$ cat src/verilog/dma_chan_pkg.sv
/*
 Package of register offsets, field positions and widths for the peripheral
 DMA channel pair. Assumes it is compiled before every design file.
*/
package dma_chan_pkg;
   // ==========================================================
   // Register offsets inside the host peripheral address space
   localparam logic [8:0] off_rx_cur_ptr  = 9'h100;
   localparam logic [8:0] off_rx_cur_cnt  = 9'h104;
   localparam logic [8:0] off_tx_cur_ptr  = 9'h108;
   localparam logic [8:0] off_tx_cur_cnt  = 9'h10c;
   localparam logic [8:0] off_rx_nxt_ptr  = 9'h110;
   localparam logic [8:0] off_rx_nxt_cnt  = 9'h114;
   localparam logic [8:0] off_tx_nxt_ptr  = 9'h118;
   localparam logic [8:0] off_tx_nxt_cnt  = 9'h11c;
   localparam logic [8:0] off_ctrl        = 9'h120;
   localparam logic [8:0] off_state       = 9'h124;
   // ==========================================================
   // Field positions in control and state registers
   localparam int bit_rx_en   = 0;
   localparam int bit_rx_dis  = 1;
   localparam int bit_tx_en   = 8;
   localparam int bit_tx_dis  = 9;
   // ==========================================================
   // Widths and reset values
   localparam int addr_w      = 9;
   localparam int cnt_w       = 16;
   localparam logic [31:0] reset_word = 32'h0;
   localparam logic [15:0] cnt_zero   = 16'h0;
   // Item size codes: byte, half-word, word
   localparam logic [1:0] size_byte = 2'h0;
   localparam logic [1:0] size_half = 2'h1;
   localparam logic [1:0] size_word = 2'h2;
endpackage

$ cat src/verilog/dma_channel_ctrl.sv
/*
 Peripheral DMA channel pair: register file, request enables and the
 receive/transmit counter lanes. Assumes the host peripheral gives ready
 pulses and a memory side that takes one item per grant on the same clock.
*/
// Behaviour
// - ten registers 0x100..0x124, reset to zero
// - receive pointer holds full address
// - zero receive count halts receive
// - transmit pointer holds full address
// - zero transmit count halts transmit
// - following receive pointer and count
// - following transmit pointer and count
// - half duplex shares one storage set
// - bit 0 enables receive unless disable
// - bit 1 disables receive
// - bit 8 enables transmit
// - bit 9 disables transmit
// - half duplex receive enable clears transmit
// - half duplex transmit enable needs no rx
// - half duplex rx disable clears both
// - half duplex tx disable clears both
// - empty current reloads from following pair
// - pointer steps 1, 2 or 4
// - done and exhausted flags to peripheral
// - status bits 0 and 8 show enables
`timescale 1ns/10ps
module dma_channel_ctrl
#(
   parameter bit half_duplex = 1'b0,  // One shared channel when set
   parameter int cnt_w       = 16     // Counter width
)
(
   // Clock and reset
   input  wire logic        clk_i,
   input  wire logic        nrst_i,
   // Register port
   input  wire logic [8:0]  addr_i,
   input  wire logic [31:0] wdata_i,
   input  wire logic        wr_i,
   input  wire logic        rd_i,
   output logic      [31:0] rdata_o,
   // Peripheral readies and item size
   input  wire logic        rx_ready_i,
   input  wire logic        tx_ready_i,
   input  wire logic [1:0]  size_i,
   // Memory side handshake
   input  wire logic        mem_grant_i,
   output logic             rx_req_o,
   output logic             tx_req_o,
   output logic      [31:0] mem_addr_o,
   // Flags toward the peripheral status register
   output logic             rx_current_done_o,
   output logic             rx_buffers_full_o,
   output logic             tx_current_done_o,
   output logic             tx_buffers_exhausted_o
);
   // ==========================================================
   // Address decode
   wire logic sel_rcp = wr_i && addr_i == dma_chan_pkg::off_rx_cur_ptr;
   wire logic sel_rcc = wr_i && addr_i == dma_chan_pkg::off_rx_cur_cnt;
   wire logic sel_tcp = wr_i && addr_i == dma_chan_pkg::off_tx_cur_ptr;
   wire logic sel_tcc = wr_i && addr_i == dma_chan_pkg::off_tx_cur_cnt;
   wire logic sel_rnp = wr_i && addr_i == dma_chan_pkg::off_rx_nxt_ptr;
   wire logic sel_rnc = wr_i && addr_i == dma_chan_pkg::off_rx_nxt_cnt;
   wire logic sel_tnp = wr_i && addr_i == dma_chan_pkg::off_tx_nxt_ptr;
   wire logic sel_tnc = wr_i && addr_i == dma_chan_pkg::off_tx_nxt_cnt;
   wire logic sel_ctl = wr_i && addr_i == dma_chan_pkg::off_ctrl;

   // Control bits of this write
   wire logic w_rx_en  = sel_ctl && wdata_i[dma_chan_pkg::bit_rx_en];
   wire logic w_rx_dis = sel_ctl && wdata_i[dma_chan_pkg::bit_rx_dis];
   wire logic w_tx_en  = sel_ctl && wdata_i[dma_chan_pkg::bit_tx_en];
   wire logic w_tx_dis = sel_ctl && wdata_i[dma_chan_pkg::bit_tx_dis];

   // ==========================================================
   // Request enables
   logic rx_request_enable;  // Receive requests allowed
   logic tx_request_enable;  // Transmit requests allowed
   logic next_rx_en;
   logic next_tx_en;

   // Enable update; zero bits have no effect
   always_comb
   begin
      next_rx_en = rx_request_enable;
      next_tx_en = tx_request_enable;
      if (half_duplex)
      begin
         if (w_rx_en)
         begin
            next_rx_en = 1'b1;
            next_tx_en = 1'b0;
         end
         else if (w_tx_en)
            next_tx_en = 1'b1;
         if (w_rx_dis || w_tx_dis)
         begin
            next_rx_en = 1'b0;
            next_tx_en = 1'b0;
         end
      end
      else
      begin
         if (w_rx_en)
            next_rx_en = 1'b1;
         if (w_rx_dis)
            next_rx_en = 1'b0;
         if (w_tx_en)
            next_tx_en = 1'b1;
         if (w_tx_dis)
            next_tx_en = 1'b0;
      end
   end

   // Enable flops
   always_ff @(posedge clk_i)
   begin
      if (!nrst_i)
      begin
         rx_request_enable <= 1'b0;
         tx_request_enable <= 1'b0;
      end
      else
      begin
         rx_request_enable <= next_rx_en;
         tx_request_enable <= next_tx_en;
      end
   end

   // ==========================================================
   // Lanes; in half duplex both register names load lane 0
   wire logic [31:0]      r_cp, r_np, t_cp, t_np;
   wire logic [cnt_w-1:0] r_cc, r_nc, t_cc, t_nc;
   wire logic             r_done, r_exh, t_done, t_exh;
   wire logic             rx_item;
   wire logic             tx_item;

   // Item moves when a request is granted
   assign rx_item = rx_req_o && mem_grant_i;
   assign tx_item = tx_req_o && mem_grant_i && !rx_req_o;

   wire logic l_cp = sel_rcp || (half_duplex && sel_tcp);
   wire logic l_cc = sel_rcc || (half_duplex && sel_tcc);
   wire logic l_np = sel_rnp || (half_duplex && sel_tnp);
   wire logic l_nc = sel_rnc || (half_duplex && sel_tnc);

   dma_lane #(.cnt_w(cnt_w)) u_rx
   (
      .clk_i        (clk_i),
      .nrst_i       (nrst_i),
      .ld_cur_ptr_i (l_cp),
      .ld_cur_cnt_i (l_cc),
      .ld_nxt_ptr_i (l_np),
      .ld_nxt_cnt_i (l_nc),
      .wdata_i      (wdata_i),
      .item_i       (half_duplex ? (rx_item || tx_item) : rx_item),
      .size_i       (size_i),
      .cur_ptr_o    (r_cp),
      .cur_cnt_o    (r_cc),
      .nxt_ptr_o    (r_np),
      .nxt_cnt_o    (r_nc),
      .done_o       (r_done),
      .exhausted_o  (r_exh)
   );

   dma_lane #(.cnt_w(cnt_w)) u_tx
   (
      .clk_i        (clk_i),
      .nrst_i       (nrst_i),
      .ld_cur_ptr_i (sel_tcp && !half_duplex),
      .ld_cur_cnt_i (sel_tcc && !half_duplex),
      .ld_nxt_ptr_i (sel_tnp && !half_duplex),
      .ld_nxt_cnt_i (sel_tnc && !half_duplex),
      .wdata_i      (wdata_i),
      .item_i       (tx_item && !half_duplex),
      .size_i       (size_i),
      .cur_ptr_o    (t_cp),
      .cur_cnt_o    (t_cc),
      .nxt_ptr_o    (t_np),
      .nxt_cnt_o    (t_nc),
      .done_o       (t_done),
      .exhausted_o  (t_exh)
   );

   // Effective transmit view: the shared lane in half duplex
   wire logic [31:0]      e_tcp = half_duplex ? r_cp : t_cp;
   wire logic [31:0]      e_tnp = half_duplex ? r_np : t_np;
   wire logic [cnt_w-1:0] e_tcc = half_duplex ? r_cc : t_cc;
   wire logic [cnt_w-1:0] e_tnc = half_duplex ? r_nc : t_nc;

   // ==========================================================
   // Request generation
   // zero receive count halts
   wire logic want_rx = rx_request_enable && rx_ready_i && r_cc != dma_chan_pkg::cnt_zero;
   wire logic want_tx = tx_request_enable && tx_ready_i && e_tcc != dma_chan_pkg::cnt_zero;

   // Requests are registered from want_rx and want_tx each cycle, receive first; a request drops for
   // one cycle after each grant so the count seen next is already decremented
   always_ff @(posedge clk_i)
   begin
      if (!nrst_i)
      begin
         rx_req_o   <= 1'b0;
         tx_req_o   <= 1'b0;
         mem_addr_o <= dma_chan_pkg::reset_word;
      end
      else
      begin
         rx_req_o   <= want_rx && !(rx_item || tx_item);
         tx_req_o   <= want_tx && !(rx_item || tx_item) && !want_rx;
         mem_addr_o <= want_rx ? r_cp : e_tcp;
      end
   end

   // ==========================================================
   // Read mux; control register is write-only and reads zero
   // register map
   logic [31:0] rd_mux;
   always_comb
   begin
      rd_mux = dma_chan_pkg::reset_word;
      unique case (addr_i)
         dma_chan_pkg::off_rx_cur_ptr: rd_mux = r_cp;
         dma_chan_pkg::off_rx_cur_cnt: rd_mux = 32'(r_cc);
         dma_chan_pkg::off_tx_cur_ptr: rd_mux = e_tcp;
         dma_chan_pkg::off_tx_cur_cnt: rd_mux = 32'(e_tcc);
         dma_chan_pkg::off_rx_nxt_ptr: rd_mux = r_np;
         dma_chan_pkg::off_rx_nxt_cnt: rd_mux = 32'(r_nc);
         dma_chan_pkg::off_tx_nxt_ptr: rd_mux = e_tnp;
         dma_chan_pkg::off_tx_nxt_cnt: rd_mux = 32'(e_tnc);
         dma_chan_pkg::off_state:
         begin
            rd_mux[dma_chan_pkg::bit_rx_en] = rx_request_enable;
            rd_mux[dma_chan_pkg::bit_tx_en] = tx_request_enable;
         end
         default: rd_mux = dma_chan_pkg::reset_word;
      endcase
   end

   // Read data and flags registered
   always_ff @(posedge clk_i)
   begin
      if (!nrst_i)
      begin
         rdata_o                <= dma_chan_pkg::reset_word;
         rx_current_done_o      <= 1'b0;
         rx_buffers_full_o      <= 1'b0;
         tx_current_done_o      <= 1'b0;
         tx_buffers_exhausted_o <= 1'b0;
      end
      else
      begin
         rdata_o <= rd_i ? rd_mux : dma_chan_pkg::reset_word;
         rx_current_done_o      <= r_done;
         rx_buffers_full_o      <= r_exh;
         tx_current_done_o      <= half_duplex ? r_done : t_done;
         tx_buffers_exhausted_o <= half_duplex ? r_exh : t_exh;
      end
   end
endmodule

$ cat src/verilog/dma_lane.sv
/*
 One direction's current/following counter pair with done and exhausted
 flags. Assumes the register file hands it loads and the peripheral a ready.
*/
`timescale 1ns/10ps
module dma_lane
#(
   parameter int cnt_w = 16
)
(
   // Clock and reset
   input  wire logic             clk_i,
   input  wire logic             nrst_i,
   // Software loads
   input  wire logic             ld_cur_ptr_i,
   input  wire logic             ld_cur_cnt_i,
   input  wire logic             ld_nxt_ptr_i,
   input  wire logic             ld_nxt_cnt_i,
   input  wire logic [31:0]      wdata_i,
   // One item moved this cycle
   input  wire logic             item_i,
   input  wire logic [1:0]       size_i,
   // State
   output logic      [31:0]      cur_ptr_o,
   output logic      [cnt_w-1:0] cur_cnt_o,
   output logic      [31:0]      nxt_ptr_o,
   output logic      [cnt_w-1:0] nxt_cnt_o,
   output logic                  done_o,
   output logic                  exhausted_o
);
   // ==========================================================
   // Next-value logic
   wire logic [31:0]      adv_ptr;    // Pointer after one item
   wire logic [cnt_w-1:0] dec_cnt;    // Count after one item
   wire logic             last_item;  // Item empties current count
   wire logic             reload;     // Following pair moves in
   wire logic             nz_load;    // Nonzero count written
   assign dec_cnt   = cur_cnt_o - cnt_w'(1);
   assign last_item = item_i && (cur_cnt_o == cnt_w'(1));
   assign reload    = (last_item || (cur_cnt_o == '0 && !ld_cur_cnt_i)) &&
                      (nxt_cnt_o != '0) && !ld_nxt_cnt_i;
   assign nz_load   = (ld_cur_cnt_i || ld_nxt_cnt_i) && (wdata_i[cnt_w-1:0] != '0);

   dma_ptr_step u_step
   (
      .ptr_i  (cur_ptr_o),
      .size_i (size_i),
      .ptr_o  (adv_ptr)
   );

   // Current and following pointers and counts
   always_ff @(posedge clk_i)
   begin
      if (!nrst_i)
      begin
         cur_ptr_o <= '0;
         cur_cnt_o <= '0;
         nxt_ptr_o <= '0;
         nxt_cnt_o <= '0;
      end
      else
      begin
         // Software write wins over the running transfer
         if (ld_cur_ptr_i)
            cur_ptr_o <= wdata_i;
         else if (reload)
            cur_ptr_o <= nxt_ptr_o;
         else if (item_i && cur_cnt_o != '0)
            cur_ptr_o <= adv_ptr;
         if (ld_cur_cnt_i)
            cur_cnt_o <= wdata_i[cnt_w-1:0];
         else if (reload)
            cur_cnt_o <= nxt_cnt_o;
         else if (item_i && cur_cnt_o != '0)
            cur_cnt_o <= dec_cnt;
         if (ld_nxt_ptr_i)
            nxt_ptr_o <= wdata_i;
         else if (reload)
            nxt_ptr_o <= '0;
         if (ld_nxt_cnt_i)
            nxt_cnt_o <= wdata_i[cnt_w-1:0];
         else if (reload)
            nxt_cnt_o <= '0;
      end
   end

   // Flags: set on emptying wins over a clearing count write
   always_ff @(posedge clk_i)
   begin
      if (!nrst_i)
      begin
         done_o      <= 1'b0;
         exhausted_o <= 1'b0;
      end
      else
      begin
         done_o      <= last_item || (done_o && !nz_load);
         exhausted_o <= (last_item && nxt_cnt_o == '0) || (exhausted_o && !nz_load);
      end
   end
endmodule

$ cat src/verilog/dma_ptr_step.sv
/*
 Pointer advance unit: adds the item size in bytes to a memory pointer.
 Assumes a purely combinational use inside the channel datapath.
*/
`timescale 1ns/10ps
module dma_ptr_step
(
   // Pointer in and size code
   input  wire logic [31:0] ptr_i,
   input  wire logic [1:0]  size_i,
   // Advanced pointer
   output logic      [31:0] ptr_o
);
   // ==========================================================
   // Step select
   // Byte steps 1, half-word 2, word 4; an unused code steps by a word
   wire logic [31:0] step;
   assign step = (size_i == dma_chan_pkg::size_byte) ? 32'h1 :
                 (size_i == dma_chan_pkg::size_half) ? 32'h2 : 32'h4;
   assign ptr_o = ptr_o_sum(ptr_i, step);

   // Wrapping sum, the carry out is dropped on purpose
   function automatic logic [31:0] ptr_o_sum(input logic [31:0] a, input logic [31:0] b);
      ptr_o_sum = a + b;
   endfunction
endmodule
$ cat config.mk
export PLATFORM = sky130hd
export DESIGN_NAME = dma_channel_ctrl
export DESIGN_NICKNAME = d
export VERILOG_FILES = /design/src/verilog/dma_chan_pkg.sv /design/src/verilog/dma_channel_ctrl.sv /design/src/verilog/dma_lane.sv /design/src/verilog/dma_ptr_step.sv
export SDC_FILE = /design/constraint.sdc
export NUM_CORES = 1
export LEC_CHECK = 0
export BUFFER_PORTS_ARGS = -buffer_cell sky130_fd_sc_hd__buf_2
export CORE_AREA = 2 2 277 211
export CTS_BUF_LIST = sky130_fd_sc_hd__clkbuf_4 sky130_fd_sc_hd__clkbuf_8
export DETAILED_ROUTE_END_ITERATION = 10
export DIE_AREA = 0 0 279 213
export RECOVER_POWER = 100
export SLEW_MARGIN = 25
export SYNTH_ARGS = -nofsm -noshare
export SYNTH_HDL_FRONTEND = slang
export SYNTH_SLANG_ARGS = --single-unit
$ cat constraint.sdc
create_clock -name clk_i -period 5.9 [get_ports clk_i]
set_input_delay 0.885 -clock clk_i [delete_from_list [all_inputs] [get_ports clk_i]]
set_output_delay 0.885 -clock clk_i [all_outputs]
set_load 0.03 [all_outputs]
---- Yosys cells after proc, flatten, opt, wreduce, memory -nomap -nowiden ----
Cells that the tools add are included.
storage, ports and cells
  output and inout port bits .............. 70
  bits in latches ......................... 0
  register bits ........................... 268
  ROM bits ................................ 0
  memories kept ........................... 0
  bits in writable memories ............... 0
  logic and storage cells ................. 147
operators by class
  add/sub/neg operators ................... 4
  bitwise gates (word level) .............. 1
  multiply operators ...................... 0
  reduce and logical (&&, ||, !) cells .... 80
  shift operators ......................... 0
  $lt $le $gt $ge ......................... 0
  muxes and demuxes ....................... 27
  equality and inequality tests ........... 13
  divide/modulo/power cells ............... 0
operator list
  kind                     count
  $mux W32                 11
  $pmux W23 S8             1
  $mux W16                 10
  $eq A9 B9 Y1 const B     10
  $reduce_bool A16 Y1      5
  $logic_not A16 Y1        4
  $pmux W7 S8              1
  $logic_and A1 B1 Y1      41
  $add A32 B3 Y32          1
  $add A32 B32 Y32         1
  $eq A16 B1 Y1 const B    2
  $sub A16 B1 Y16 const B  2
  $pmux W1 S9              2
  $reduce_bool A3 Y1       4
  $logic_not A1 Y1         9
  $logic_or A1 B1 Y1       9
  $reduce_bool A2 Y1       4
  $mux W3                  2
  $reduce_or A2 Y1         2
  $eq A2 B1 Y1 const B     1
  $logic_not A2 Y1         1
  $reduce_and A2 Y1        1
  $not A1 Y1               1

---- Longest topological paths before layout ----
Gate-level depths: netlist (run 1).
  depth after elaboration ................. 9
  gate-level depth with buffers ........... 10
  mapped depth without buffers ............ 9

---- Modules after synthesis ----
A second synthesis (run 1) with hierarchy kept.
unflattened totals
  cells, all modules ...................... 1723
  area, all modules ....................... 15269.6 µm²
modules (own cells, without submodules)
  module            cells an instance  times used  area an instance (µm²)
  dma_lane          561                2           4817.1
  dma_channel_ctrl  403                1           4031.4
  dma_ptr_step      99                 2           802.0

---- Worst setup path after synthesis (run 1) ----
Ideal clock, no wire load.
  path type ............................... in2reg
  from .................................... input size_i[1]
  to ...................................... register u_tx.cur_ptr_o[20]
  stages .................................. 10
  library setup time ...................... 122 ps
  path slack .............................. 2976 ps
  data required time ...................... 5778 ps
  buffers on the path ..................... 1
  data arrival time ....................... 2802 ps
  cell sequence ........................... buf_2 > nand2b_1 > xnor2_1 > ha_1 > a211oi_1 > nor4_1 > o211a_1 > nand2_1 > xnor2_1 > o311a_1
between the ends
  longest elaborated chain between the ends .. 7
  elaborated cells between the ends (all ways) .. 8
ends and longest elaborated chain
  what                    line                    source
  start: declaration      dma_channel_ctrl.sv:46  input wire logic [1:0] size_i,
  $eq A2 B1 Y1            dma_ptr_step.sv:19      (size_i == dma_chan_pkg::size_half) ? 32'h2 : 32'h4;
  $mux W3                 dma_ptr_step.sv:19
  $mux W3 *               dma_ptr_step.sv:18      assign step = (size_i == dma_chan_pkg::size_byte) ? 32'h1 :
  $add A32 B3 Y32 *       dma_ptr_step.sv:24      ptr_o_sum = a + b;
  $mux W32 *              dma_lane.sv:68          else if (item_i && cur_cnt_o != '0)
  $mux W32 *              dma_lane.sv:66          else if (reload)
  $mux W32 *              dma_lane.sv:64          if (ld_cur_ptr_i)
  end signal: assignment  dma_lane.sv:65          cur_ptr_o <= wdata_i;
  end signal: assignment  dma_lane.sv:67          cur_ptr_o <= nxt_ptr_o;
  end signal: assignment  dma_lane.sv:69          cur_ptr_o <= adv_ptr;
  end: declaration        dma_lane.sv:24          output logic [31:0] cur_ptr_o,
Every way passes the cells marked *; elsewhere a longest branch is shown, timed or not. The select of a mux whose other input is x is not followed.
A chain may end at the register's enable or synchronous reset.

---- Worst setup path after layout (run 1) ----
  from .................................... input addr_i[7]
  to ...................................... register u_rx.cur_ptr_o[26]
between the ends
  longest elaborated chain between the ends .. 9
  elaborated cells between the ends (all ways) .. 15
ends and longest elaborated chain
  what                    line                    source
  start: declaration      dma_channel_ctrl.sv:38  input wire logic [8:0] addr_i,
  $eq A9 B9 Y1            dma_channel_ctrl.sv:61  wire logic sel_rcc = wr_i && addr_i == dma_chan_pkg::off_rx_cur_cnt;
  $logic_and A1 B1 Y1     dma_channel_ctrl.sv:61
  $logic_not A1 Y1        dma_lane.sv:40          assign reload = (last_item || (cur_cnt_o == '0 && !ld_cur_cnt_i)) &&
  $logic_and A1 B1 Y1     dma_lane.sv:40
  $logic_or A1 B1 Y1      dma_lane.sv:40
  $logic_and A1 B1 Y1     dma_lane.sv:40
  $logic_and A1 B1 Y1     dma_lane.sv:41          (nxt_cnt_o != '0) && !ld_nxt_cnt_i;
  $mux W32                dma_lane.sv:66
  $mux W32                dma_lane.sv:64
  end signal: assignment  dma_lane.sv:65
  end signal: assignment  dma_lane.sv:67
  end signal: assignment  dma_lane.sv:69
  end: declaration        dma_lane.sv:24
Parallel ways exist; a longest one is shown, timed or not.

==> results.toml, run 1 <==
[status]
status = "finished with violations"
violations = "max-capacitance violations, max-slew violations"

[place]
hpwl_mm = 41.1
place.gp.congestion = 0.940
port-buffer-count = 119

[floorplan]
die_area_um2 = 59400
rows = 76
fp.coreArea_um2 = 56800
initial_core_util_pct = 24.8
die-width_um = 279
dieHeight_um = 213
ios = 120

[clock_tree]
cts_root_buf = "clkbuf_8"
htreeDepth = 2
numCtsBuffers = 48
hold_buffers = 0
clk_pin_slew_ns = 0.06
cts_resized = 0
cts_setup_buffers = 0
cts_tree = "done"
clk_latency_ns = 0.66
cts_buffer_depth = 3
clock_sinks = 268

[finish]
seq_area_um2 = 5370
fillCellCount = 6081
final_common_cell = "dfxtp_1"
final_nets = 1787
mostFrequentLayoutCells = "dfxtp_1, a21oi_1, nand2_1, nand3_1, nor2_1"
drive_above_1_share_pct = 11.7
area_growth_pct = 13.9
multiInputGateArea_um2 = 7880
fin_util_pct = 28.2

[routing]
wl_per_cell_um = 23.7
vias_per_cell = 5.80
wirelength_mm = 59.4
ant_nets = 0
vias = 14546
drc = 0
drt_iter0_drc = 1913
dr.pass1.iters = 8

[pwr]
powerDensity_nw_per_um2 = 251
ir_drop_mv = 0.120
leakage_nw = 5.15

[logic_synthesis]
synth_edf_count = 0
ys.flop_type = "dfxtp_1"
yosysWarningCount = 0
synthesis.area_um2 = 14100
synth_cell_types = 83
syn_nets = 1748
syn_area_per_cell_um2 = 8.33
async_reset_ff_share_pct = 0
ys_seq_area_share_pct = 38.1
syn_inst = 1690
ys_seq_elements = 268

[setup_path]
cpLargestDelayFamily = "compound AO/OA/AOI/OAI gates"
start_kind = "input port"
cp_max_fo = 17
rrSetupSlack_ns = 1.50
crit_type = "in -> reg"
slowest_delay_ns = 1.16
regToRegStartpoint = "u_rx.cur_cnt_o[2]"
critPathArrivalTime_ns = 4.98
cpMaxStageDelayCell = "a311oi_1"
reg2reg_depth = 5
critPathCaptureType = "flop"
critical_path.cell_chain = "buf_2, or4b_1, o41a_1, o2111ai_2, clkbuf_1, nor2b_1, a311oi_1, a211oi_1"
crit_buf_inv = 2
r2r-end = "u_rx.cur_ptr_o[11]"
required_ns = 6.23

[sta]
period_minus_slack_ns = 4.65
hold_violations = 0
rsz0062_at_grt = "no"
finalSetupViolCount = 0
slew_headroom_pct = -126
tightest_slew_ns = 3.38
fin_setup_tns_ns = 0
fin_skew_ns = 0.0572
fmax_ghz = 0.215
post-route-period-util_pct = 78.7
drv_slew = 195

[global_routing]
track_usage_pct = 19.3
grt_max_degree = 100
globalRouteOverflowTotal = 0
grt_pass1_wl_mm = 86.6
grt_pass1_vias = 13124
antenna_found_initial = 2

[worst_hold_path]
whs_path_depth = 1
hold_class = "reg -> reg"
holdPathEnd = "rx_buffers_full_o"
min_from = "u_rx.exhausted_o"

[flow_run]
cap_violations = 5
-- sequential cells by signal, summed over array words and instances (netlist names), 16 cells and up --
register        count
u_tx.nxt_ptr_o     32
u_tx.nxt_cnt_o     16
u_rx.cur_cnt_o     16
u_rx.cur_ptr_o     32
u_tx.cur_ptr_o     32
u_tx.cur_cnt_o     16
u_rx.nxt_ptr_o     32
mem_addr_o         32
u_rx.nxt_cnt_o     16
rdata_o            32
-- power by group --
part / internal (mW) / total, mW / switching, mW / leakage, nW
Combinational: 0.0563 / 0.235 / 0.179 / 2.42
Sequential: 1.82 / 1.83 / 0.0143 / 2.16
Clock: 1.11 / 1.95 / 0.840 / 0.571
-- synth_stat cells, drive strengths merged, types with 7 or more instances --
cell type,instances,area share [%]
ha,8,0.71
o211ai,13,0.87
or4,7,0.37
a22oi,58,3.1
a31oi,13,0.58
a222oi,15,1.1
or3,13,0.61
o21ai,45,1.7
nand4,44,2.0
nand2b,9,0.40
a221oi,8,0.50
buf,45,1.8
xnor2,52,3.2
mux2i,63,4.5
nand3,149,5.6
inv,18,0.48
clkbuf,116,3.1
nor2,115,3.1
a211oi,16,0.85
o22ai,9,0.40
nand2,153,4.1
nor4,36,2.1
xor2,29,1.8
dfxtp,268,38
a21oi,184,6.5
nor3,39,1.7
o221ai,76,5.2
and2,10,0.44
-- cells by family after synthesis --
family,after synthesis,synth area share (%)
buffers and inverters,179,5.40
DFF,268,38.1
AOI/OAI and AO/OA,475,23.5
muxes,64,4.56
adders and majority gates,8,0.711
xor gates and xnor gates,81,5.04
and+or+nand+nor,615,22.7
-- through the flow --
step | setup slack, ns | power [mW] | hold WS [ns] | std cells | instance area [um2]
floorplan | 2.98 | 2.00 | 0.435 | 1690 | 14100
CTS | 2.43 | 4.05 | 0.471 | 2506 | 16300
detailed placement | 1.78 | 2.10 | 0.461 | 2420 | 15200
global placement | 1.83 | 2.10 | 0.458 | 2420 | 15200
global route | 1.14 | 4.14 | 0.492 | 2506 | 16000
finish | 1.25 | 4.01 | 0.469 | 2507 | 16000
-- metal layers --
| metal | vias up | global-route usage [%] | wire, um |
|---|---|---|---|
| li1 | 6401 | - | - |
| met2 | 974 | 27.5 | 24400 |
| met3 | 122 | 5.58 | 7210 |
| met5 | - | 0 | 7 |
| met1 | 7047 | 27.4 | 25700 |
| met4 | 2 | 7.04 | 2020 |
-- cell type report --
cell class / instances / share of cell area, %
Sequential cell: 268 / 33.5
Multi-Input combinational cell: 1243 / 49.2
Antenna cell: 1 / 0.0156
Timing Repair Buffer: 150 / 4.51
Inverter: 18 / 0.422
Tap cell: 741 / 5.79
Clock buffer: 75 / 5.89
Clock inverter: 11 / 0.734
-- worst max path at each step --
stage / endpoint / start / cells after the start
5_1_grt: mem_addr_o[6] / nrst_i / 4
3_5_place_dp: u_tx.cur_ptr_o[2] / addr_i[5] / 7
3_3_place_gp: u_tx.cur_ptr_o[30] / addr_i[5] / 8
2_1_floorplan: u_tx.cur_ptr_o[20] / size_i[1] / 10
6_report: u_rx.cur_ptr_o[26] / addr_i[7] / 8
4_1_cts: u_tx.cur_ptr_o[0] / addr_i[5] / 7
(Power assumes the default switching activity.)
==> run 2: changes to the inputs <==
--- a/config.mk
+++ b/config.mk
@@ -5,11 +5,12 @@
 export SDC_FILE = /design/constraint.sdc
 export NUM_CORES = 1
 export LEC_CHECK = 0
+export ABC_AREA = 1
 export BUFFER_PORTS_ARGS = -buffer_cell sky130_fd_sc_hd__buf_2
-export CORE_AREA = 2 2 277 211
+export CORE_AREA = 2 2 290 220
 export CTS_BUF_LIST = sky130_fd_sc_hd__clkbuf_4 sky130_fd_sc_hd__clkbuf_8
 export DETAILED_ROUTE_END_ITERATION = 10
-export DIE_AREA = 0 0 279 213
+export DIE_AREA = 0 0 292 222
 export RECOVER_POWER = 100
 export SLEW_MARGIN = 25
 export SYNTH_ARGS = -nofsm -noshare
==> constraint.sdc (replaced) <==
create_clock -name clk_i -period 4.2 [get_ports clk_i]
set_input_delay 0.63 -clock clk_i [delete_from_list [all_inputs] [get_ports clk_i]]
set_output_delay 0.63 -clock clk_i [all_outputs]
set_load 0.03 [all_outputs]
==> run 2 against run 1 <==
The run still ends with max-capacitance violations, max-slew violations left. Power increased by 47%. Combinational power is 70% higher. Synthesized area rose by 9.2%. Routed wire length is 17% higher. Design area grew 9.5%. Worst hold slack worse by 0.25 ns. First-iteration DRC count increased by 25%. Die area up 9.1%. Via count increased by 18%.
==> results.toml, run 2 <==
[status]
status = "finished with violations"
violations = "max-capacitance violations, max-slew violations"

[routing]
vias = 17225
wirelength_mm = 69.6
dr.pass1.iters = 7
ant_nets = 0
wl_per_cell_um = 20.9
vias_per_cell = 5.17
drt_iter0_drc = 2384
drc = 0

[clock_tree]
htreeDepth = 2
clk_latency_ns = 0.67
numCtsBuffers = 49
cts_tree = "done"
cts_setup_buffers = 0
cts_buffer_depth = 3
cts_root_buf = "clkbuf_8"
hold_buffers = 0
cts_resized = 0
clk_pin_slew_ns = 0.06
clock_sinks = 268

[pwr]
powerDensity_nw_per_um2 = 336
total_power_mw = 5.90
ir_drop_mv = 0.221
leakage_nw = 6.89

[setup_path]
required_ns = 4.74
cp_max_fo = 41
critPathLaunch = "u_rx.cur_cnt_o[8]"
slowest_delay_ns = 1.15
crit_type = "reg -> reg"
r2r-end = "mem_addr_o[1]"
critical_path.cell_chain = "inv_1, nand2_1, inv_1, nand2_1, nor2_1, nand3_1, nand3_1, inv_1, nor2_1, nor2_1"
critPathArrivalTime_ns = 4.10
worstSetupEndpoint = "mem_addr_o[1]"
cpMaxStageDelayCell = "nand3_1"
critPathCaptureType = "flop"
start_kind = "flop"
reg2reg_depth = 10
rrSetupSlack_ns = 0.64
regToRegStartpoint = "u_rx.cur_cnt_o[8]"

[floorplan]
ios = 120
die-width_um = 292
dieHeight_um = 222
fp.coreArea_um2 = 61800
die_area_um2 = 64800
rows = 79
initial_core_util_pct = 24.9

[sta]
fmax_ghz = 0.281
period_minus_slack_ns = 3.56
fin_setup_tns_ns = 0
post-route-period-util_pct = 84.7
rsz0062_at_grt = "no"
finalSetupViolCount = 0
drv_slew = 83
hold_violations = 0
tightest_slew_ns = 2.04
slew_headroom_pct = -35.9
fin_skew_ns = 0.0448
hold_slack_ns = 0.220

[logic_synthesis]
ys_seq_area_share_pct = 34.9
ys.flop_type = "dfxtp_1"
ys_seq_elements = 268
synth_edf_count = 0
syn_area_per_cell_um2 = 6.36
syn_nets = 2477
syn_inst = 2419
ys_top_cells_by_count = "nand2_1, a21oi_1, dfxtp_1"
yosysMostFrequentCell = "nand2_1"
yosys-top-cells-area = "dfxtp_1, nand2_1, a21oi_1"
synth_top_area_cell = "dfxtp_1"
yosys.area.top_type_share_pct = 34.9
synth_cell_types = 50
async_reset_ff_share_pct = 0
yosysWarningCount = 0
synthesis.area_um2 = 15400

[global_routing]
grt_max_degree = 82
globalRouteOverflowTotal = 0
grt_pass1_vias = 15749
track_usage_pct = 20.8
grt_pass1_wl_mm = 103
antenna_found_initial = 3

[finish]
drive_above_1_share_pct = 7.81
area_growth_pct = 14.2
seq_area_um2 = 5370
multiInputGateArea_um2 = 8310
mostFrequentLayoutCells = "nand2_1, a21oi_1, dfxtp_1, inv_1, nor2_1"
fillCellCount = 6903
final_nets = 2541
final_common_cell = "nand2_1"

[place]
port-buffer-count = 119
hpwl_mm = 50.6
place.gp.congestion = 1.00

[flow_run]
cap_violations = 2

[worst_hold_path]
hold_class = "in -> reg"
[run 2: cell types whose count changed in the layout (fill, tap and decap cells not counted), moves of 22 or more]
cell and delta:
nand2_1 +430, inv_1 +247, nor2_1 +150, o21ai_0 +137, a21oi_1 +104, o221ai_1 -64, mux2i_1 -63, a22oi_1 -49
xnor2_1 -43, o22ai_1 +27, nand3_1 +26, nor4_1 -22
[run 2: logic make-up (layout without fill, tap and decap cells)]
logic type      count (synthesis)  in the layout  share of synthesized area (%)
buf+inv                       410            513                           10.7
compound gates                565            565                           20.0
simple gates                 1119           1119                           30.9
flops                         268            268                           34.9
other cells                     0              1                              0
xor+xnor                       49             49                           2.79
fa+ha+maj                       8              8                          0.651
[run 2: worst min-delay path by stage]
stage / endpoint / cells after the start / start / slack [ns]
after global routing: tx_req_o / 3 / tx_ready_i / 0.22
after floorplan: rx_buffers_full_o / 2 / u_rx.exhausted_o / 0.41
after detailed placement: rx_buffers_full_o / 2 / u_rx.exhausted_o / 0.42
after CTS: tx_req_o / 3 / tx_ready_i / 0.20
after global placement: rx_buffers_full_o / 2 / u_rx.exhausted_o / 0.42
final: tx_req_o / 3 / tx_ready_i / 0.22
[run 2: critical path: cells and delay by family (launching register included)]
kind / cells / cell delay [ns]
simple gates: 7 / 1.97
buf+inv: 3 / 1.05
flops: 1 / 0.44
[run 2: where the power goes]
group | internal (mW) | switching (mW)
clock | 1.64 | 1.28
sequential | 2.56 | 0.0231
combinational | 0.102 | 0.297
total | 4.30 | 1.60
[run 2: cell type report]
class / instances / area share, %
Sequential cell: 268 / 30.6
Clock inverter: 19 / 1.29
Inverter: 277 / 5.95
Antenna cell: 1 / 0.0143
Clock buffer: 71 / 5.14
Tap cell: 810 / 5.77
Timing Repair Buffer: 146 / 3.93
Multi-Input combinational cell: 1741 / 47.3
[run 2: per-layer routing]
metal  wire length (um)  vias up  GRT usage (%)
li1                   -     8060              -
met1              29400     7986           29.2
met4               2160        4           6.88
met2              29100     1027           30.5
met5                 27        -              0
met3               8790      148           5.49
[run 2: per-stage QoR]
stage	setup WS (ns)	instance area, um2	cells	utilization [%]
after global routing	0.559	17500	3332	28.4
after detailed placement	0.949	16600	3242	26.9
after global placement	1.01	16600	3242	26.9
final	0.643	17600	3333	28.4
after CTS	1.20	17700	3332	28.7
after floorplan	1.97	15400	2419	-
